==> config.mk <==
export PLATFORM = sky130hd
export DESIGN_NAME = tqec_engine_ctrl
export DESIGN_NICKNAME = d
export VERILOG_FILES = /design/src/logic/tqec_pkg.sv /design/src/logic/tqec_engine_ctrl.sv
export SDC_FILE = /design/constraint.sdc
export NUM_CORES = 1
export LEC_CHECK = 0
export BUFFER_PORTS_ARGS = -buffer_cell sky130_fd_sc_hd__clkbuf_2
export CORE_MARGIN = 2
export CORE_UTILIZATION = 30
export CTS_CLUSTER_SIZE = 20
export DETAILED_ROUTE_END_ITERATION = 7
export SKIP_LAST_GASP = 1
export SYNTH_ARGS = -nofsm -noshare
export SYNTH_HDL_FRONTEND = slang
export SYNTH_HIERARCHICAL = 1
export SYNTH_SLANG_ARGS = --single-unit
==> constraint.sdc <==
create_clock -name clk_in -period 3.6 [get_ports clk_in]
set_clock_uncertainty 0.05 [all_clocks]
set_input_delay 0.54 -clock clk_in [delete_from_list [all_inputs] [get_ports clk_in]]
set_output_delay 0.54 -clock clk_in [all_outputs]
set_load 0.01 [all_outputs]
==> src/logic/tqec_pkg.sv <==
// Behaviour
// - Bypass bit with coder active routes to coder.
// - Lockstep runs one macroblock, waits coder busy.
// - Transform-only skips quantisation on encode.
// - Inverse-only skips de-quantisation on decode.
// - Soft reset bit clears state, returns idle.
// - Run processes programmed macroblock count unattended.
// - Busy flag reads one while processing.
// - Start bit launches run, clears itself.
// - Format bit one H.263, zero MPEG-4.
// - Direction bit one encode, zero decode.
// - Frame-start applies to first macroblock only.
package tqec_pkg;

	////////////////////////////////////////////////////////////////////////////////
	// Register map and control field layout
	localparam logic [31:0] ENGINE_CONTROL_ADDR = 32'h4900_0034;
	localparam logic [31:0] ENGINE_CONTROL_RST  = 32'h0000_0000;
	localparam int          BIT_COEF_BYPASS     = 29;
	localparam int          BIT_LOCKSTEP        = 28;
	localparam int          BIT_XFORM_ONLY      = 27;
	localparam int          BIT_INV_ONLY        = 26;
	localparam int          BIT_SOFT_RESET      = 25;
	localparam int          MB_COUNT_LSB        = 8;
	localparam int          MB_COUNT_W          = 17;
	localparam int          BIT_BUSY            = 7;
	localparam int          BIT_START           = 6;
	localparam int          BIT_FORMAT          = 4;
	localparam int          BIT_DIRECTION       = 2;
	localparam int          BIT_FRAME_START     = 0;
	// Bits that hold software state; busy, start and soft reset are not stored
	localparam logic [31:0] CTRL_STORE_MASK     = 32'h3DFF_FF15;

	////////////////////////////////////////////////////////////////////////////////
	// Bus answers and data path sizes
	localparam logic [1:0]  RESP_OKAY           = 2'h0;
	localparam logic [1:0]  RESP_DECERR         = 2'h3;
	localparam int          COEF_W              = 32;
	localparam int          FIFO_DEPTH          = 32;
	localparam int          MB_WORD_W           = 9;
	localparam logic [8:0]  MB_WORDS            = 9'h180;

	typedef enum logic [1:0] {
		PH_IDLE,
		PH_WAIT_CODER,
		PH_LAUNCH,
		PH_STREAM
	} tqec_phase_type;

	// Per-run mode seen by the transform datapath
	typedef struct packed {
		logic encode;
		logic h263;
		logic quant_skip;
		logic dequant_skip;
	} tqec_cfg_type;

	typedef struct packed {
		tqec_phase_type        phase;
		logic [31:0]           ctrl;
		logic [MB_COUNT_W-1:0] mb_done;
		logic [MB_WORD_W-1:0]  in_cnt;
		logic [MB_WORD_W-1:0]  out_cnt;
		logic                  route_coder;
		logic                  mb_start;
		logic                  frame_start;
		logic                  bvalid;
		logic [1:0]            bresp;
		logic                  rvalid;
		logic [1:0]            rresp;
		logic [31:0]           rdata;
	} tqec_state_type;

endpackage : tqec_pkg

==> src/logic/tqec_engine_ctrl.sv <==
`timescale 1ns/1ns

////////////////////////////////////////////////////////////////////////////////
// Coefficient FIFO, flip-flop storage, extra pointer bit tells full from empty
module tqec_fifo #(
	parameter int WIDTH = 32,
	parameter int DEPTH = 32
) (
	input  wire logic             clk_in,
	input  wire logic             srst_in,
	input  wire logic             clr_in,
	input  wire logic             in_valid_in,
	input  wire logic [WIDTH-1:0] in_data_in,
	output logic                  in_ready_out,
	output logic                  out_valid_out,
	output logic [WIDTH-1:0]      out_data_out,
	input  wire logic             out_ready_in
);
	localparam int AW = $clog2(DEPTH);

	typedef struct packed {
		logic [AW:0]                   wr_ptr;
		logic [AW:0]                   rd_ptr;
		logic [DEPTH-1:0][WIDTH-1:0]   mem;
	} tqec_fifo_state_type;

	tqec_fifo_state_type st_ff;
	tqec_fifo_state_type nxt_st;
	logic                full;
	logic                empty;

	// Pointer compare
	assign empty         = (st_ff.wr_ptr == st_ff.rd_ptr);
	assign full          = (st_ff.wr_ptr[AW] != st_ff.rd_ptr[AW]) &&
	                       (st_ff.wr_ptr[AW-1:0] == st_ff.rd_ptr[AW-1:0]);
	assign in_ready_out  = !full;
	assign out_valid_out = !empty;
	assign out_data_out  = st_ff.mem[st_ff.rd_ptr[AW-1:0]];

	// Push and pop; clear drops everything held
	always_comb begin
		nxt_st = st_ff;
		if (in_valid_in && !full) begin
			nxt_st.mem[st_ff.wr_ptr[AW-1:0]] = in_data_in;
			nxt_st.wr_ptr = st_ff.wr_ptr + 1'b1;
		end
		if (out_ready_in && !empty) begin
			nxt_st.rd_ptr = st_ff.rd_ptr + 1'b1;
		end
		if (clr_in) begin
			nxt_st.wr_ptr = '0;
			nxt_st.rd_ptr = '0;
		end
	end

	// Storage needs no reset, only the pointers
	always_ff @(posedge clk_in) begin
		st_ff <= nxt_st;
		if (srst_in) begin
			st_ff.wr_ptr <= '0;
			st_ff.rd_ptr <= '0;
		end
	end
endmodule : tqec_fifo

////////////////////////////////////////////////////////////////////////////////
// Transform and quantisation engine sequencer with its control register
module tqec_engine_ctrl
	import tqec_pkg::*;
(
	input  wire logic          clk_in,
	input  wire logic          srst_in,
	input  wire logic [31:0]   s_axi_awaddr_in,
	input  wire logic          s_axi_awvalid_in,
	output logic               s_axi_awready_out,
	input  wire logic [31:0]   s_axi_wdata_in,
	input  wire logic [3:0]    s_axi_wstrb_in,
	input  wire logic          s_axi_wvalid_in,
	output logic               s_axi_wready_out,
	output logic [1:0]         s_axi_bresp_out,
	output logic               s_axi_bvalid_out,
	input  wire logic          s_axi_bready_in,
	input  wire logic [31:0]   s_axi_araddr_in,
	input  wire logic          s_axi_arvalid_in,
	output logic               s_axi_arready_out,
	output logic [31:0]        s_axi_rdata_out,
	output logic [1:0]         s_axi_rresp_out,
	output logic               s_axi_rvalid_out,
	input  wire logic          s_axi_rready_in,
	input  wire logic          coef_valid_in,
	input  wire logic [31:0]   coef_data_in,
	output logic               coef_ready_out,
	output logic               mem_valid_out,
	output logic [31:0]        mem_data_out,
	input  wire logic          mem_ready_in,
	output logic               coder_valid_out,
	output logic [31:0]        coder_data_out,
	input  wire logic          coder_ready_in,
	input  wire logic          coder_active_in,
	input  wire logic          coder_busy_in,
	output logic               mb_start_out,
	output logic               frame_start_out,
	output tqec_cfg_type       cfg_out,
	output logic               engine_busy_out
);

	tqec_state_type st_ff;
	tqec_state_type nxt_st;
	logic           wr_take;
	logic           rd_take;
	logic           wr_hit;
	logic           soft_wr;
	logic           start_wr;
	logic           fifo_in_valid;
	logic           fifo_in_ready;
	logic           fifo_out_valid;
	logic           fifo_out_ready;
	logic [31:0]    fifo_out_data;
	logic           mb_last_out;
	logic [MB_COUNT_W-1:0] mb_total;

	// Byte-lane merge of a register write
	function automatic logic [31:0] merge_lanes(input logic [31:0] old_v,
			input logic [31:0] new_v, input logic [3:0] strb);
		logic [31:0] res;
		res = old_v;
		for (int i = 0; i < 4; i++) begin
			if (strb[i]) begin
				res[i*8 +: 8] = new_v[i*8 +: 8];
			end
		end
		return res;
	endfunction : merge_lanes

	////////////////////////////////////////////////////////////////////////////////
	// Bus handshakes: address and data are taken together, one at a time
	assign s_axi_awready_out = s_axi_awvalid_in && s_axi_wvalid_in && !st_ff.bvalid;
	assign s_axi_wready_out  = s_axi_awready_out;
	assign s_axi_arready_out = !st_ff.rvalid;
	assign s_axi_bvalid_out  = st_ff.bvalid;
	assign s_axi_bresp_out   = st_ff.bresp;
	assign s_axi_rvalid_out  = st_ff.rvalid;
	assign s_axi_rresp_out   = st_ff.rresp;
	assign s_axi_rdata_out   = st_ff.rdata;
	assign wr_take  = s_axi_awready_out;
	assign rd_take  = s_axi_arvalid_in && !st_ff.rvalid;
	assign wr_hit   = wr_take && (s_axi_awaddr_in == ENGINE_CONTROL_ADDR);
	// Self-clearing command bits never land in storage
	assign soft_wr  = wr_hit && s_axi_wstrb_in[3] && s_axi_wdata_in[BIT_SOFT_RESET];
	assign start_wr = wr_hit && s_axi_wstrb_in[0] && s_axi_wdata_in[BIT_START];
	assign mb_total = st_ff.ctrl[MB_COUNT_LSB +: MB_COUNT_W];

	////////////////////////////////////////////////////////////////////////////////
	// Data path routing, memory or straight into the coder's store
	assign fifo_in_valid   = coef_valid_in && (st_ff.phase == PH_STREAM) &&
	                         (st_ff.in_cnt < MB_WORDS);
	assign coef_ready_out  = fifo_in_ready && (st_ff.phase == PH_STREAM) &&
	                         (st_ff.in_cnt < MB_WORDS);
	assign mem_valid_out   = fifo_out_valid && !st_ff.route_coder;
	assign coder_valid_out = fifo_out_valid && st_ff.route_coder;
	assign mem_data_out    = fifo_out_data;
	assign coder_data_out  = fifo_out_data;
	assign fifo_out_ready  = st_ff.route_coder ? coder_ready_in : mem_ready_in;
	assign mb_last_out     = fifo_out_valid && fifo_out_ready &&
	                         (st_ff.out_cnt == MB_WORDS - 9'h001);

	tqec_fifo #(
		.WIDTH (COEF_W),
		.DEPTH (FIFO_DEPTH)
	) u_fifo (
		.clk_in        (clk_in),
		.srst_in       (srst_in),
		.clr_in        (soft_wr),
		.in_valid_in   (fifo_in_valid),
		.in_data_in    (coef_data_in),
		.in_ready_out  (fifo_in_ready),
		.out_valid_out (fifo_out_valid),
		.out_data_out  (fifo_out_data),
		.out_ready_in  (fifo_out_ready)
	);

	// Mode lines follow the stored bits; quant skips only act in their direction
	assign cfg_out.encode       = st_ff.ctrl[BIT_DIRECTION];
	assign cfg_out.h263         = st_ff.ctrl[BIT_FORMAT];
	assign cfg_out.quant_skip   = st_ff.ctrl[BIT_DIRECTION] && st_ff.ctrl[BIT_XFORM_ONLY];
	assign cfg_out.dequant_skip = !st_ff.ctrl[BIT_DIRECTION] && st_ff.ctrl[BIT_INV_ONLY];
	assign mb_start_out         = st_ff.mb_start;
	assign frame_start_out      = st_ff.frame_start;
	assign engine_busy_out      = (st_ff.phase != PH_IDLE);

	////////////////////////////////////////////////////////////////////////////////
	// Next state: register access, then sequencing; soft reset overrides the sequencing, its register write still lands
	always_comb begin
		nxt_st = st_ff;
		nxt_st.mb_start    = 1'b0;
		nxt_st.frame_start = 1'b0;
		if (st_ff.bvalid && s_axi_bready_in) begin
			nxt_st.bvalid = 1'b0;
		end
		if (st_ff.rvalid && s_axi_rready_in) begin
			nxt_st.rvalid = 1'b0;
		end
		if (wr_take) begin
			nxt_st.bvalid = 1'b1;
			nxt_st.bresp  = wr_hit ? RESP_OKAY : RESP_DECERR;
		end
		if (wr_hit) begin
			nxt_st.ctrl = merge_lanes(st_ff.ctrl, s_axi_wdata_in, s_axi_wstrb_in) &
			              CTRL_STORE_MASK;
		end
		if (rd_take) begin
			nxt_st.rvalid = 1'b1;
			if (s_axi_araddr_in == ENGINE_CONTROL_ADDR) begin
				nxt_st.rresp = RESP_OKAY;
				nxt_st.rdata = (st_ff.ctrl & CTRL_STORE_MASK) |
				               (32'(engine_busy_out) << BIT_BUSY);
			end else begin
				nxt_st.rresp = RESP_DECERR;
				nxt_st.rdata = 32'h0000_0000;
			end
		end
		if (mb_last_out || (fifo_out_valid && fifo_out_ready)) begin
			nxt_st.out_cnt = st_ff.out_cnt + 9'h001;
		end
		if (fifo_in_valid && fifo_in_ready) begin
			nxt_st.in_cnt = st_ff.in_cnt + 9'h001;
		end
		unique case (st_ff.phase)
			PH_IDLE: begin
				// A start while busy is ignored; a zero count is a no-op
				if (start_wr && (nxt_st.ctrl[MB_COUNT_LSB +: MB_COUNT_W] != '0)) begin
					nxt_st.phase   = PH_WAIT_CODER;
					nxt_st.mb_done = '0;
				end
			end
			PH_WAIT_CODER: begin
				// Lockstep holds each macroblock back while the coder is busy
				if (!(st_ff.ctrl[BIT_LOCKSTEP] && coder_busy_in)) begin
					nxt_st.phase = PH_LAUNCH;
				end
			end
			PH_LAUNCH: begin
				nxt_st.phase       = PH_STREAM;
				nxt_st.mb_start    = 1'b1;
				nxt_st.frame_start = st_ff.ctrl[BIT_FRAME_START] && (st_ff.mb_done == '0);
				nxt_st.route_coder = st_ff.ctrl[BIT_COEF_BYPASS] && coder_active_in;
				nxt_st.in_cnt      = '0;
				nxt_st.out_cnt     = '0;
			end
			PH_STREAM: begin
				// Macroblock ends only when its last word has left the FIFO
				if (mb_last_out) begin
					nxt_st.mb_done = st_ff.mb_done + 17'h00001;
					if (st_ff.mb_done + 17'h00001 == mb_total) begin
						nxt_st.phase = PH_IDLE;
					end else begin
						nxt_st.phase = PH_WAIT_CODER;
					end
				end
			end
		endcase
		if (soft_wr) begin
			nxt_st.phase       = PH_IDLE;
			nxt_st.mb_done     = '0;
			nxt_st.in_cnt      = '0;
			nxt_st.out_cnt     = '0;
			nxt_st.route_coder = 1'b0;
			nxt_st.mb_start    = 1'b0;
			nxt_st.frame_start = 1'b0;
		end
	end

	// State register
	always_ff @(posedge clk_in) begin
		if (srst_in) begin
			st_ff       <= '0;
			st_ff.phase <= PH_IDLE;
			st_ff.ctrl  <= ENGINE_CONTROL_RST;
		end else begin
			st_ff <= nxt_st;
		end
	end
endmodule : tqec_engine_ctrl

# After elaboration in Yosys (flattened, before gate mapping)
# Index checks and enable logic that the tools add are counted.
# classes
mux	26
order_cmp	4
eq_ne	13
add_sub_neg	5
bitwise	2
reduce_logical	48
# ops
cell	count
bitwise mux 1024 bit	1
binary-select mux 32 bit (select 5 bit)	1
demux 32 bit (select 5 bit)	1
== test 32 x 31 -> 1 bit (second input constant)	2
two-way mux 32 bit	2
two-way mux 35 bit	1
two-way mux 17 bit	2
two-way mux 34 bit	1
one-hot mux 17 bit (2 select lines)	1
OR 30 x 8 -> 30 bit	1
logical AND 1 bit	27
two-way mux 25 bit	1
adder 9 x 1 -> 9 bit (second input constant)	2
adder 17 x 1 -> 17 bit (second input constant)	1
== test 17 bit	1
logical NOT 17 bit	1
nonzero test 17 bit	1
two-way mux 8 bit	2
adder 6 x 1 -> 6 bit (second input constant)	2
< comparator 5 x 6 -> 1 bit (second input constant)	2
two-way mux 2 bit	5
== test 9 bit (second input constant)	1
< comparator 9 bit (second input constant)	1
one-hot mux 2 bit (4 select lines)	1
other kinds (19)	37
# word_totals
out_inout_bits	115
ff_bits	1138

# Logic depth before layout (Yosys ltp)
# Gate-level depths: netlist of run 1.
# logic_depth
depth_word	8
depth_mapped	14
ltp_nobuf	11

# Modules after synthesis
# Netlist of run 1, hierarchy kept.
# by_module_without_submodules
module	seq_area_each_um2	instances	area_each_um2	cells_each
tqec_fifo	30989.7	1	39884.5	1890
tqec_engine_ctrl	1861.8	1	5286.3	628

# Worst setup path before layout of run 1
# OpenSTA, ideal clock, no wires.
# synth_path
path_type	register -> register
start	register, netlist name st_ff[109]
end	register u_fifo/st_ff[896] in the netlist's numbering, enable pin
required_time_ns	3.129
path_stages_with_launch	6
arrival_ns	2.682
path_slack_ns	0.447
path_cell_list	dfxtp_1 -> ha_1 -> and3_1 -> o31a_1 -> nand2_1 -> nor2_1
# synth_rtl
element	line_no	rtl
to (signal assigned)	tqec_engine_ctrl.sv:58	st_ff <= nxt_st;
to (decl)	tqec_engine_ctrl.sv:27	tqec_fifo_state_type st_ff;

# Worst setup path in the final report of run 1
# layout_path
start	register u_fifo/st_ff[1025] in the netlist's numbering
end	output coder_data_out[9]
# layout_between
elab_chain_len	2
# layout_rtl
element	line_no	rtl
binary-select mux 32 bit (select 5 bit)	tqec_engine_ctrl.sv:38	assign out_data_out = st_ff.mem[st_ff.rd_ptr[AW-1:0]];
two-way mux 32 bit (not written as such)	tqec_engine_ctrl.sv:38	
to (decl)	tqec_engine_ctrl.sv:97	output logic [31:0] coder_data_out,
# Every way passes these cells. The select of a mux whose other input is x is not followed.

==> results by group, run 1 <==
Outcome
  • Outcome: finished, final reports clean

Power and ir drop
  • Leakage: 17.1 nW
  • Pwr per Cell Area: 475 nW/um^2
  • Maximum VDD drop: 0.389 mV
  • Total chip power: 26.0 mW

Setup path
  • Largest fanout of any net on the critical path: 11
  • Startpoint-to-endpoint class of the critical path: reg2out
  • Worst path arrival time: 2.99 ns
  • Critical path's slowest cell: mux4_2
  • Register-to-Register Path Depth: 9
  • Buf+Inv Stages, Crit Path: 6
  • Critical path depth in cells: 9
  • Kind of start point of the critical path: flip-flop
  • Gate family responsible for the most delay along the worst path: buffers and inverters
  • Endpoint kind of the worst setup timing path: output port
  • Cell breakdown of the critical path: buf_12 -> buf_12 -> buf_4 -> clkbuf_16 -> mux4_2 -> a221oi_4 -> nor3_1 -> buf_4 -> clkbuf_2
  • Critical Path Max Stage Delay: 0.55 ns
  • Data required time of the critical path: 3.01 ns

Logic synthesis
  • Post-synth top area cell: edfxtp_1
  • Unique masters post-synth: 61
  • Post-Syn Instances: 2,518
  • Cell types with the highest counts after synthesis: edfxtp_1, mux2i_1, mux4_2
  • Avg Inst Size Synth: 17.9 um^2
  • Synthesized-area fraction occupied by ao, oa, aoi and oai cells: 5.47%
  • Area of the mapped netlist: 45,200 um^2
  • Flip-flop and latch count after synthesis: 1,129
  • Cell types with the largest area share after synthesis: edfxtp_1, mux4_2, dfxtp_1, mux2i_1, buf_4
  • Async set-reset flop share out of synthesis: 0%
  • Proportion of synthesized chip area in sequential cells: 72.7%
  • Mux cell area share after synthesis: 13.4%
  • Main combinational cell family by area after synthesis: multiplexers
  • Synthesized-area fraction occupied by xor and xnor cells: 1.09%
  • Fraction of post-synthesis cell area in the top cell type by area: 68.1%
  • Adder-cell area share of the yosys netlist: 0.360%
  • Most common cell in the synthesized netlist: edfxtp_1
  • Commonest register cell after synthesis: edfxtp_1
  • Count of warnings emitted by yosys: 6
  • Area share of and/or/nand/nor cells after synthesis: 4.07%
  • Number of enable-type register cells in the synthesized netlist: 1,024

Clocking
  • Post-CTS clock slew at the launch and capture registers of the worst setup and hold paths: 0.06 ns
  • CTS tree: built
  • Number of buffers between clock root and the deepest sink: 3
  • Number of buffers inserted during clock tree synthesis: 108
  • Clock tree root buffer cell: clkbuf_16
  • TritonCTS Sinks: 1,129
  • H-tree depth: 3
  • Insertion delay to the later sink of the worst-skew pair: 0.71 ns

Detailed routing
  • Count of nets left with antenna violations after detail routing: 0
  • Detailed-route wire length per cell: 23.5 um
  • Vias after detailed routing: 24,900
  • Drt drc: 0
  • Detailed-router iteration count before antenna repair: 7
  • Via-per-instance ratio: 5.01
  • Overall routed net length: 117,000 um
  • DRC marker count from the first detailed-route iteration: 2,128

GRT
  • Global Route Usage Sum: 14.7%
  • Pin count of the biggest net entering global routing: 58
  • Vias in the first global route: 24,700
  • First-pass GRT wire length: 166,000 um
  • GR Overflow Total: 0
  • Antenna violations before repair: 4

STA
  • Worst max-slew margin expressed relative to the limit: 39.2%
  • Worst slew pin tran: 0.910 ns
  • Timing-limited maximum frequency: 279 MHz
  • # setup viols final: 0
  • Final period util: 99.4%
  • Setup repair after global routing missed its margin: yes
  • Final Max Tran Viols: 0
  • Time the final worst path needs with I/O delays and setup: 3.58 ns
  • Total negative setup slack: 0 ns
  • Final Hold Violating Endpoints: 0

Placement
  • HPWL reported at the end of detailed placement: 67,200 um
  • # port buffers: 245
  • Cell area after placement: 49,100 um^2
  • Routability Congestion: 0.765

Floorplanning
  • Row cnt: 142
  • Area of the core region: 150,000 um^2
  • Full die area: 154,000 um^2
  • Initial core utilization: 30.2%
  • Die Y-Extent: 392 um
  • I/O pin count: 259
  • Horizontal die dimension: 392 um

Finish
  • Fraction of layout cells with a size suffix above 1: 31.5%
  • Final std cell area, no fill: 54,800 um^2
  • Area of the multi-input gates: 12,100 um^2
  • Layout overhead on the synthesized area: 21.3%
  • Fill cells: 13,900
  • Post-layout nets: 3,018
  • Sequential cell area: 32,900 um^2

Flow run
  • Max_cap viols: 0

Hold path
  • WHS Path Cells: 3
  • Worst Hold Class: in2reg
[metrics by stage]
step           std cells  utilization, %  worst slack [ns]  hold slack [ns]
4_1_cts             4944            36.2           -0.0900          0.00116
3_3_place_gp        4692            32.8             0.328            0.408
6_report            4965            36.6            0.0204           0.0422
2_1_floorplan       2524               -             0.447            0.390
3_5_place_dp        4692            32.8             0.302            0.414
5_1_grt             4965            36.6           -0.0986           0.0272
[path summary, 6_finish.rpt]
path / start / end / slack, ns
max reg2reg: u_fifo/st_ff[1025]$_SDFFE_PP0P_ / u_fifo/st_ff[909]$_DFFE_PP_ / 0.26
min: s_axi_wdata_in[28] / st_ff[104]$_SDFFE_PP0P_ / 0.04
max: u_fifo/st_ff[1025]$_SDFFE_PP0P_ / coder_data_out[9] / 0.02
min reg2reg: st_ff[58]$_SDFFE_PP0P_ / st_ff[58]$_SDFFE_PP0P_ / 0.42
[worst register-to-register path, stage by stage, from the launching register on]
cell     delay, ns
dfxtp_4       0.36
buf_8         0.15
buf_4         0.14
xor2_1        0.17
or3_1         0.32
o31a_1        0.29
nand2_1       0.09
buf_4         0.22
nor2_4        0.71
buf_4         0.51
[layout by cell type, fill, tap and decap left out, types with 25 or more instances in the layout]
cell type	n
edfxtp_1	1024
clkbuf_2	240
mux2i_1	205
mux4_2	160
buf_4	138
clkbuf_16	111
dfxtp_1	100
nor2_1	93
a22oi_1	57
nand2_1	56
a21oi_1	44
nand3_1	41
xnor2_1	35
nor2_4	34
o22ai_1	30
a221oi_1	29
o221ai_1	28
clkinv_1	27
a211oi_1	25
[flip-flops by register name (all words and copies together) (netlist names)]
register,flops
u_fifo/st_ff,1036
s_axi_bresp_out,1
s_axi_bvalid_out,1
s_axi_rvalid_out,1
mb_start_out,1
cfg_out,2
mb_total,17
frame_start_out,1
st_ff,43
s_axi_rresp_out,1
s_axi_rdata_out,25
[per-layer routing]
layer | share of wire (%) | track usage, %
met1 | 43 | 20.0
met2 | 48 | 24.1
met3 | 7.1 | 2.56
met4 | 1.9 | 3.95
met5 | 0.011 | 0
[power by group]
part / switching (mW) / internal [mW]
Combinational: 0.228 / 0.0738
Clock: 4.95 / 6.49
Sequential: 0.00236 / 14.3
Total: 5.18 / 20.8
[logic make-up (layout without fill, tap and decap cells)]
logic type | count (synthesis) | after routing
other | 1 | 8
AND/OR/NAND/NOR | 370 | 372
flip-flops | 1129 | 1129
adder cells (fa/ha/maj) | 13 | 13
XOR/XNOR | 56 | 56
AO/OA/AOI/OAI | 314 | 314
multiplexers | 398 | 398
buffers and inverters | 237 | 659
[repair_timing]
action | CTS | global route
hold buffers | 4 | 0
setup endpoints to repair | 64 | 64
gates resized for setup | 96 | 75
cloned | 14 | 3
endpoints found under the hold margin | 4 | 0
setup buffers | 40 | 26
pin swaps | 10 | 18
[area by class of cell]
cell class | instances | share of cell area (%)
clock inverter | 70 | 1.45
sequential | 1129 | 60.0
timing repair buffer | 448 | 6.68
inverter | 14 | 0.0959
clock buffer | 127 | 5.08
tap | 2016 | 4.60
multi-input combinational | 1160 | 22.1
antenna | 1 | 0.00457
(Power assumes the default switching activity.)
==> inputs of run 2 (changes only) <==
- ABC_AREA: default -> 1
- GPL_TIMING_DRIVEN: default -> 0
==> run 2 against run 1 <==
Net effect: the flow now finishes with violations (setup timing); synthesized cell count increased by 77%; clock-buffer cell count increased by 7; critical endpoint is now mem_data_out[13]; worst hold slack improved by 0.0025 ns; register-to-register slack got worse by 0.11 ns; sequential cell count unchanged; power increased by 35%.
==> results by group, run 2 <==
Outcome
  • Outcome: finished with violations
  • Failing checks: setup timing

Logic synthesis
  • Synthesized-area fraction occupied by ao, oa, aoi and oai cells: 7.68% (+2.2 points)
  • Async set-reset flop share out of synthesis: 0% (unchanged)
  • Post-Syn Instances: 4,463 (+77%)
  • Area of the mapped netlist: 47,700 um^2 (+5.6%)
  • Most common cell in the synthesized netlist: nor2_1
  • Number of enable-type register cells in the synthesized netlist: 1,024 (unchanged)
  • Area share of and/or/nand/nor cells after synthesis: 17.7% (+14 points)
  • Mux cell area share after synthesis: 0% (-13 points)
  • Main combinational cell family by area after synthesis: simple AND/OR/NAND/NOR gates
  • Post-synth top area cell: edfxtp_1
  • Cell types with the largest area share after synthesis: edfxtp_1, nor2_1, nand2_1, dfxtp_1, o21ai_0
  • Avg Inst Size Synth: 10.7 um^2 (-40%)
  • Proportion of synthesized chip area in sequential cells: 68.9% (-3.9 points)
  • Synthesized-area fraction occupied by xor and xnor cells: 0.496% (-0.59 points)
  • Commonest register cell after synthesis: edfxtp_1
  • Cell types with the highest counts after synthesis: nor2_1, edfxtp_1, nand2_1
  • Fraction of post-synthesis cell area in the top cell type by area: 64.4% (-3.6 points)
  • Adder-cell area share of the yosys netlist: 0.341% (-0.019 points)
  • Count of warnings emitted by yosys: 6 (unchanged)
  • Flip-flop and latch count after synthesis: 1,129 (unchanged)
  • Unique masters post-synth: 45 (-26%)

Power and ir drop
  • Pwr per Cell Area: 599 nW/um^2 (+26%)
  • Maximum VDD drop: 0.426 mV (+9.4%)
  • Leakage: 21.6 nW (+26%)

Finish
  • Register with the highest flop count: u_fifo/st_ff
  • Final cell count without fillers: 7,101 (+43%)
  • Leading cell types in the layout, fill and taps excluded: edfxtp_1, nor2_1, nand2_1
  • Commonest non-fill, non-tap cell in the layout: edfxtp_1
  • Flip-flop count of the largest register, all copies and words added: 1,036 (unchanged)
  • Fraction of layout cells with a size suffix above 1: 20.1% (-11 points)
  • Post-layout nets: 5,090 (+69%)
  • Final std cell area, no fill: 58,500 um^2 (+6.7%)
  • Layout overhead on the synthesized area: 22.5%

Setup path
  • Data required time of the critical path: 3.01 ns (about the same)
  • Startpoint-to-endpoint class of the critical path: reg2out
  • Critical register-to-register path startpoint: st_ff[108]$_SDFFE_PP0P_
  • Register-to-Register Path Depth: 9 (unchanged)
  • Critical Path Max Stage Delay: 0.42 ns (-0.13 ns)
  • Largest fanout of any net on the critical path: 10 (-1)
  • Cell breakdown of the critical path: buf_4 -> clkbuf_2 -> o21ai_0 -> o21ai_1 -> a21oi_1 -> nor2_2 -> nor2_4 -> nor2_4 -> buf_6 -> clkbuf_2
  • Capture point of the worst reg-to-reg path: u_fifo/st_ff[530]$_DFFE_PP_
  • Setup slack on the worst flop-to-flop path: 0.15 ns (-0.11 ns)
  • Kind of start point of the critical path: flip-flop
  • Worst path arrival time: 3.02 ns (+0.03 ns)
  • Critical path's slowest cell: dfxtp_4
  • Endpoint kind of the worst setup timing path: output port

Placement
  • Placed Cells incl. Taps: 6,868 (+46%)
  • Routability Congestion: 0.885 (+16%)
  • # port buffers: 245 (unchanged)
  • Cell area after placement: 52,700 um^2 (+7.4%)
  • HPWL reported at the end of detailed placement: 104,000 um (+55%)
  • Post-Place Setup Slack: -0.488 ns (-0.791 ns)

GRT
  • First-pass GRT wire length: 214,000 um (+29%)
  • GR Overflow Total: 0 (unchanged)
  • Global Route met3 Usage: 3.69% (+1.1 points)
  • Antenna violations before repair: 12 (+8)
  • Pin count of the biggest net entering global routing: 33 (-43%)
  • GRT met1 Usage: 23.6% (+3.6 points)
  • Global routing usage on met2: 28.9% (+4.8 points)
  • Grt peak-use layer: met2
  • Global Route Usage Sum: 17.8% (+3.1 points)
  • Vias in the first global route: 32,300 (+31%)

STA
  • # setup viols final: 2 (+2)
  • Setup repair after global routing missed its margin: yes
  • Timing-limited maximum frequency: 277 MHz (-0.76%)
  • Time the final worst path needs with I/O delays and setup: 3.61 ns (+0.0274 ns)
  • Worst max-slew margin expressed relative to the limit: 22.6% (-17 points)
  • Worst slew pin tran: 1.16 ns (+0.247 ns)
  • Final Hold Violating Endpoints: 0 (unchanged)
  • Final Hold Slack: 0.0447 ns (+0.00249 ns)
  • Final Max Tran Viols: 0 (unchanged)
  • Total negative setup slack: -0.0132 ns (-0.0132 ns)
  • Final worst slack: -0.00702 ns (-0.0274 ns)
  • Final period util: 100% (+0.76 points)

Floorplanning
  • I/O pin count: 259 (unchanged)
  • Row cnt: 146 (+2.8%)
  • Area of the core region: 158,000 um^2 (+5.7%)
  • Initial core utilization: 30.2% (-0.035 points)
  • Die Y-Extent: 403 um (+2.7%)
  • Horizontal die dimension: 403 um (+2.7%)
  • Full die area: 162,000 um^2 (+5.6%)

Clocking
  • Clock tree root buffer cell: clkbuf_16
  • Number of buffers inserted during clock tree synthesis: 109 (+0.93%)
  • TritonCTS Sinks: 1,129 (unchanged)
  • Insertion delay to the later sink of the worst-skew pair: 0.76 ns (+0.05 ns)
  • H-tree depth: 3 (unchanged)
  • Number of buffers between clock root and the deepest sink: 3 (unchanged)
  • Post-CTS clock slew at the launch and capture registers of the worst setup and hold paths: 0.07 ns (about the same)
  • CTS tree: built

Detailed routing
  • Detailed-route wire length per cell: 21.2 um (-9.7%)
  • Overall routed net length: 150,000 um (+29%)
  • Vias after detailed routing: 35,200 (+41%)
  • Count of nets left with antenna violations after detail routing: 0 (unchanged)
  • DRC marker count from the first detailed-route iteration: 3,843 (+81%)
  • Detailed-router iteration count before antenna repair: 5 (-2)
  • Via-per-instance ratio: 4.95 (-1.1%)
  • Drt drc: 0 (unchanged)

Hold path
  • Hold Crit Start: s_axi_wdata_in[0]
  • Worst min-delay path endpoint: st_ff[76]$_SDFFE_PP0N_
  • Worst Hold Class: in2reg
  • WHS Path Cells: 3 (unchanged)

Flow run
  • Max_cap viols: 0 (unchanged)
==> run 2: cell types whose count changed in the layout (fill, tap and decap cells not counted), sizes merged, moves of 94 or more <==
cell	delta
a21oi	+94
buf	+135
clkbuf	+97
inv	+131
mux2i	-205
mux4	-160
nand2	+735
nand3	+160
nor2	+928
o21ai	+527
==> run 2: kinds of logic (layout without fill, tap and decap cells) <==
kind of cell / after synthesis / after routing
compound gates: 712 / 712
xor+xnor: 27 / 27
other cells: 1 / 9
flops: 1129 / 1129
buf+inv: 463 / 1021
fa+ha+maj: 13 / 13
simple gates: 2118 / 2118
==> run 2: report_power, final <==
group          total, mW  leakage [nW]  internal, mW  switching [mW]
clock               11.8          1.79          6.68            5.16
sequential          14.6          10.1          14.4           0.157
combinational       8.58          9.75          3.03            5.55
total               35.0          21.6          24.1            10.9
==> run 2: final cells by class <==
cell class                      count  area (um^2)
Fill cell                       15200        99700
Sequential cell                  1129        32900
Multi-Input combinational cell   2877        13500
Clock buffer                      134         2900
Timing Repair Buffer              369         2880
Tap cell                         2072         2590
Buffer                            298         2360
Clock inverter                     71          768
Inverter                          149          576
Antenna cell                        2         5.00
==> run 2: how the worst max path moves through the flow <==
stage | endpoint | depth (start not counted) | from | slack [ns]
3_5_place_dp | u_fifo/st_ff[724]$_DFFE_PP_ | 9 | st_ff[108]$_SDFFE_PP0P_ | -0.49
6_report | mem_data_out[13] | 10 | u_fifo/st_ff[1024]$_SDFFE_PP0P_ | -0.007
5_1_grt | mem_data_out[10] | 14 | u_fifo/st_ff[1024]$_SDFFE_PP0P_ | -0.11
3_3_place_gp | u_fifo/st_ff[724]$_DFFE_PP_ | 7 | st_ff[108]$_SDFFE_PP0P_ | -4.07
4_1_cts | mem_data_out[13] | 15 | u_fifo/st_ff[1024]$_SDFFE_PP0P_ | -0.12
2_1_floorplan | u_fifo/st_ff[896]$_DFFE_PP_ | 7 | st_ff[108]$_SDFFE_PP0P_ | -0.70
==> run 2: through the flow <==
step	utilization (%)	power [mW]
3_3_place_gp	32.6	22.1
5_1_grt	37.0	36.4
3_5_place_dp	33.3	22.2
6_report	37.0	35.0
4_1_cts	36.5	34.6
2_1_floorplan	-	19.2
==> run 2: repair_timing <==
action	CTS	global route
cloned	3	6
hold endpoints to repair	6	0
hold buffers	6	0
gates resized for setup	366	198
pin swaps	33	51
setup endpoints to repair	532	166
buffers inserted	14	14
==> run 2: metal layers <==
metal / up-vias / part of all wire (%)
met5: - / 0.031
met4: 6 / 3.7
met3: 277 / 9.0
met2: 1654 / 46
met1: 17100 / 41
li1: 16200 / -
==> run 2: worst max-delay path, delay by kind of cell, from the launching register on <==
kind	cells	cell delay, ns
AOI/OAI and AO/OA	3	0.68
buffers and inverters	4	0.64
DFF	1	0.42
and+or+nand+nor	3	0.52
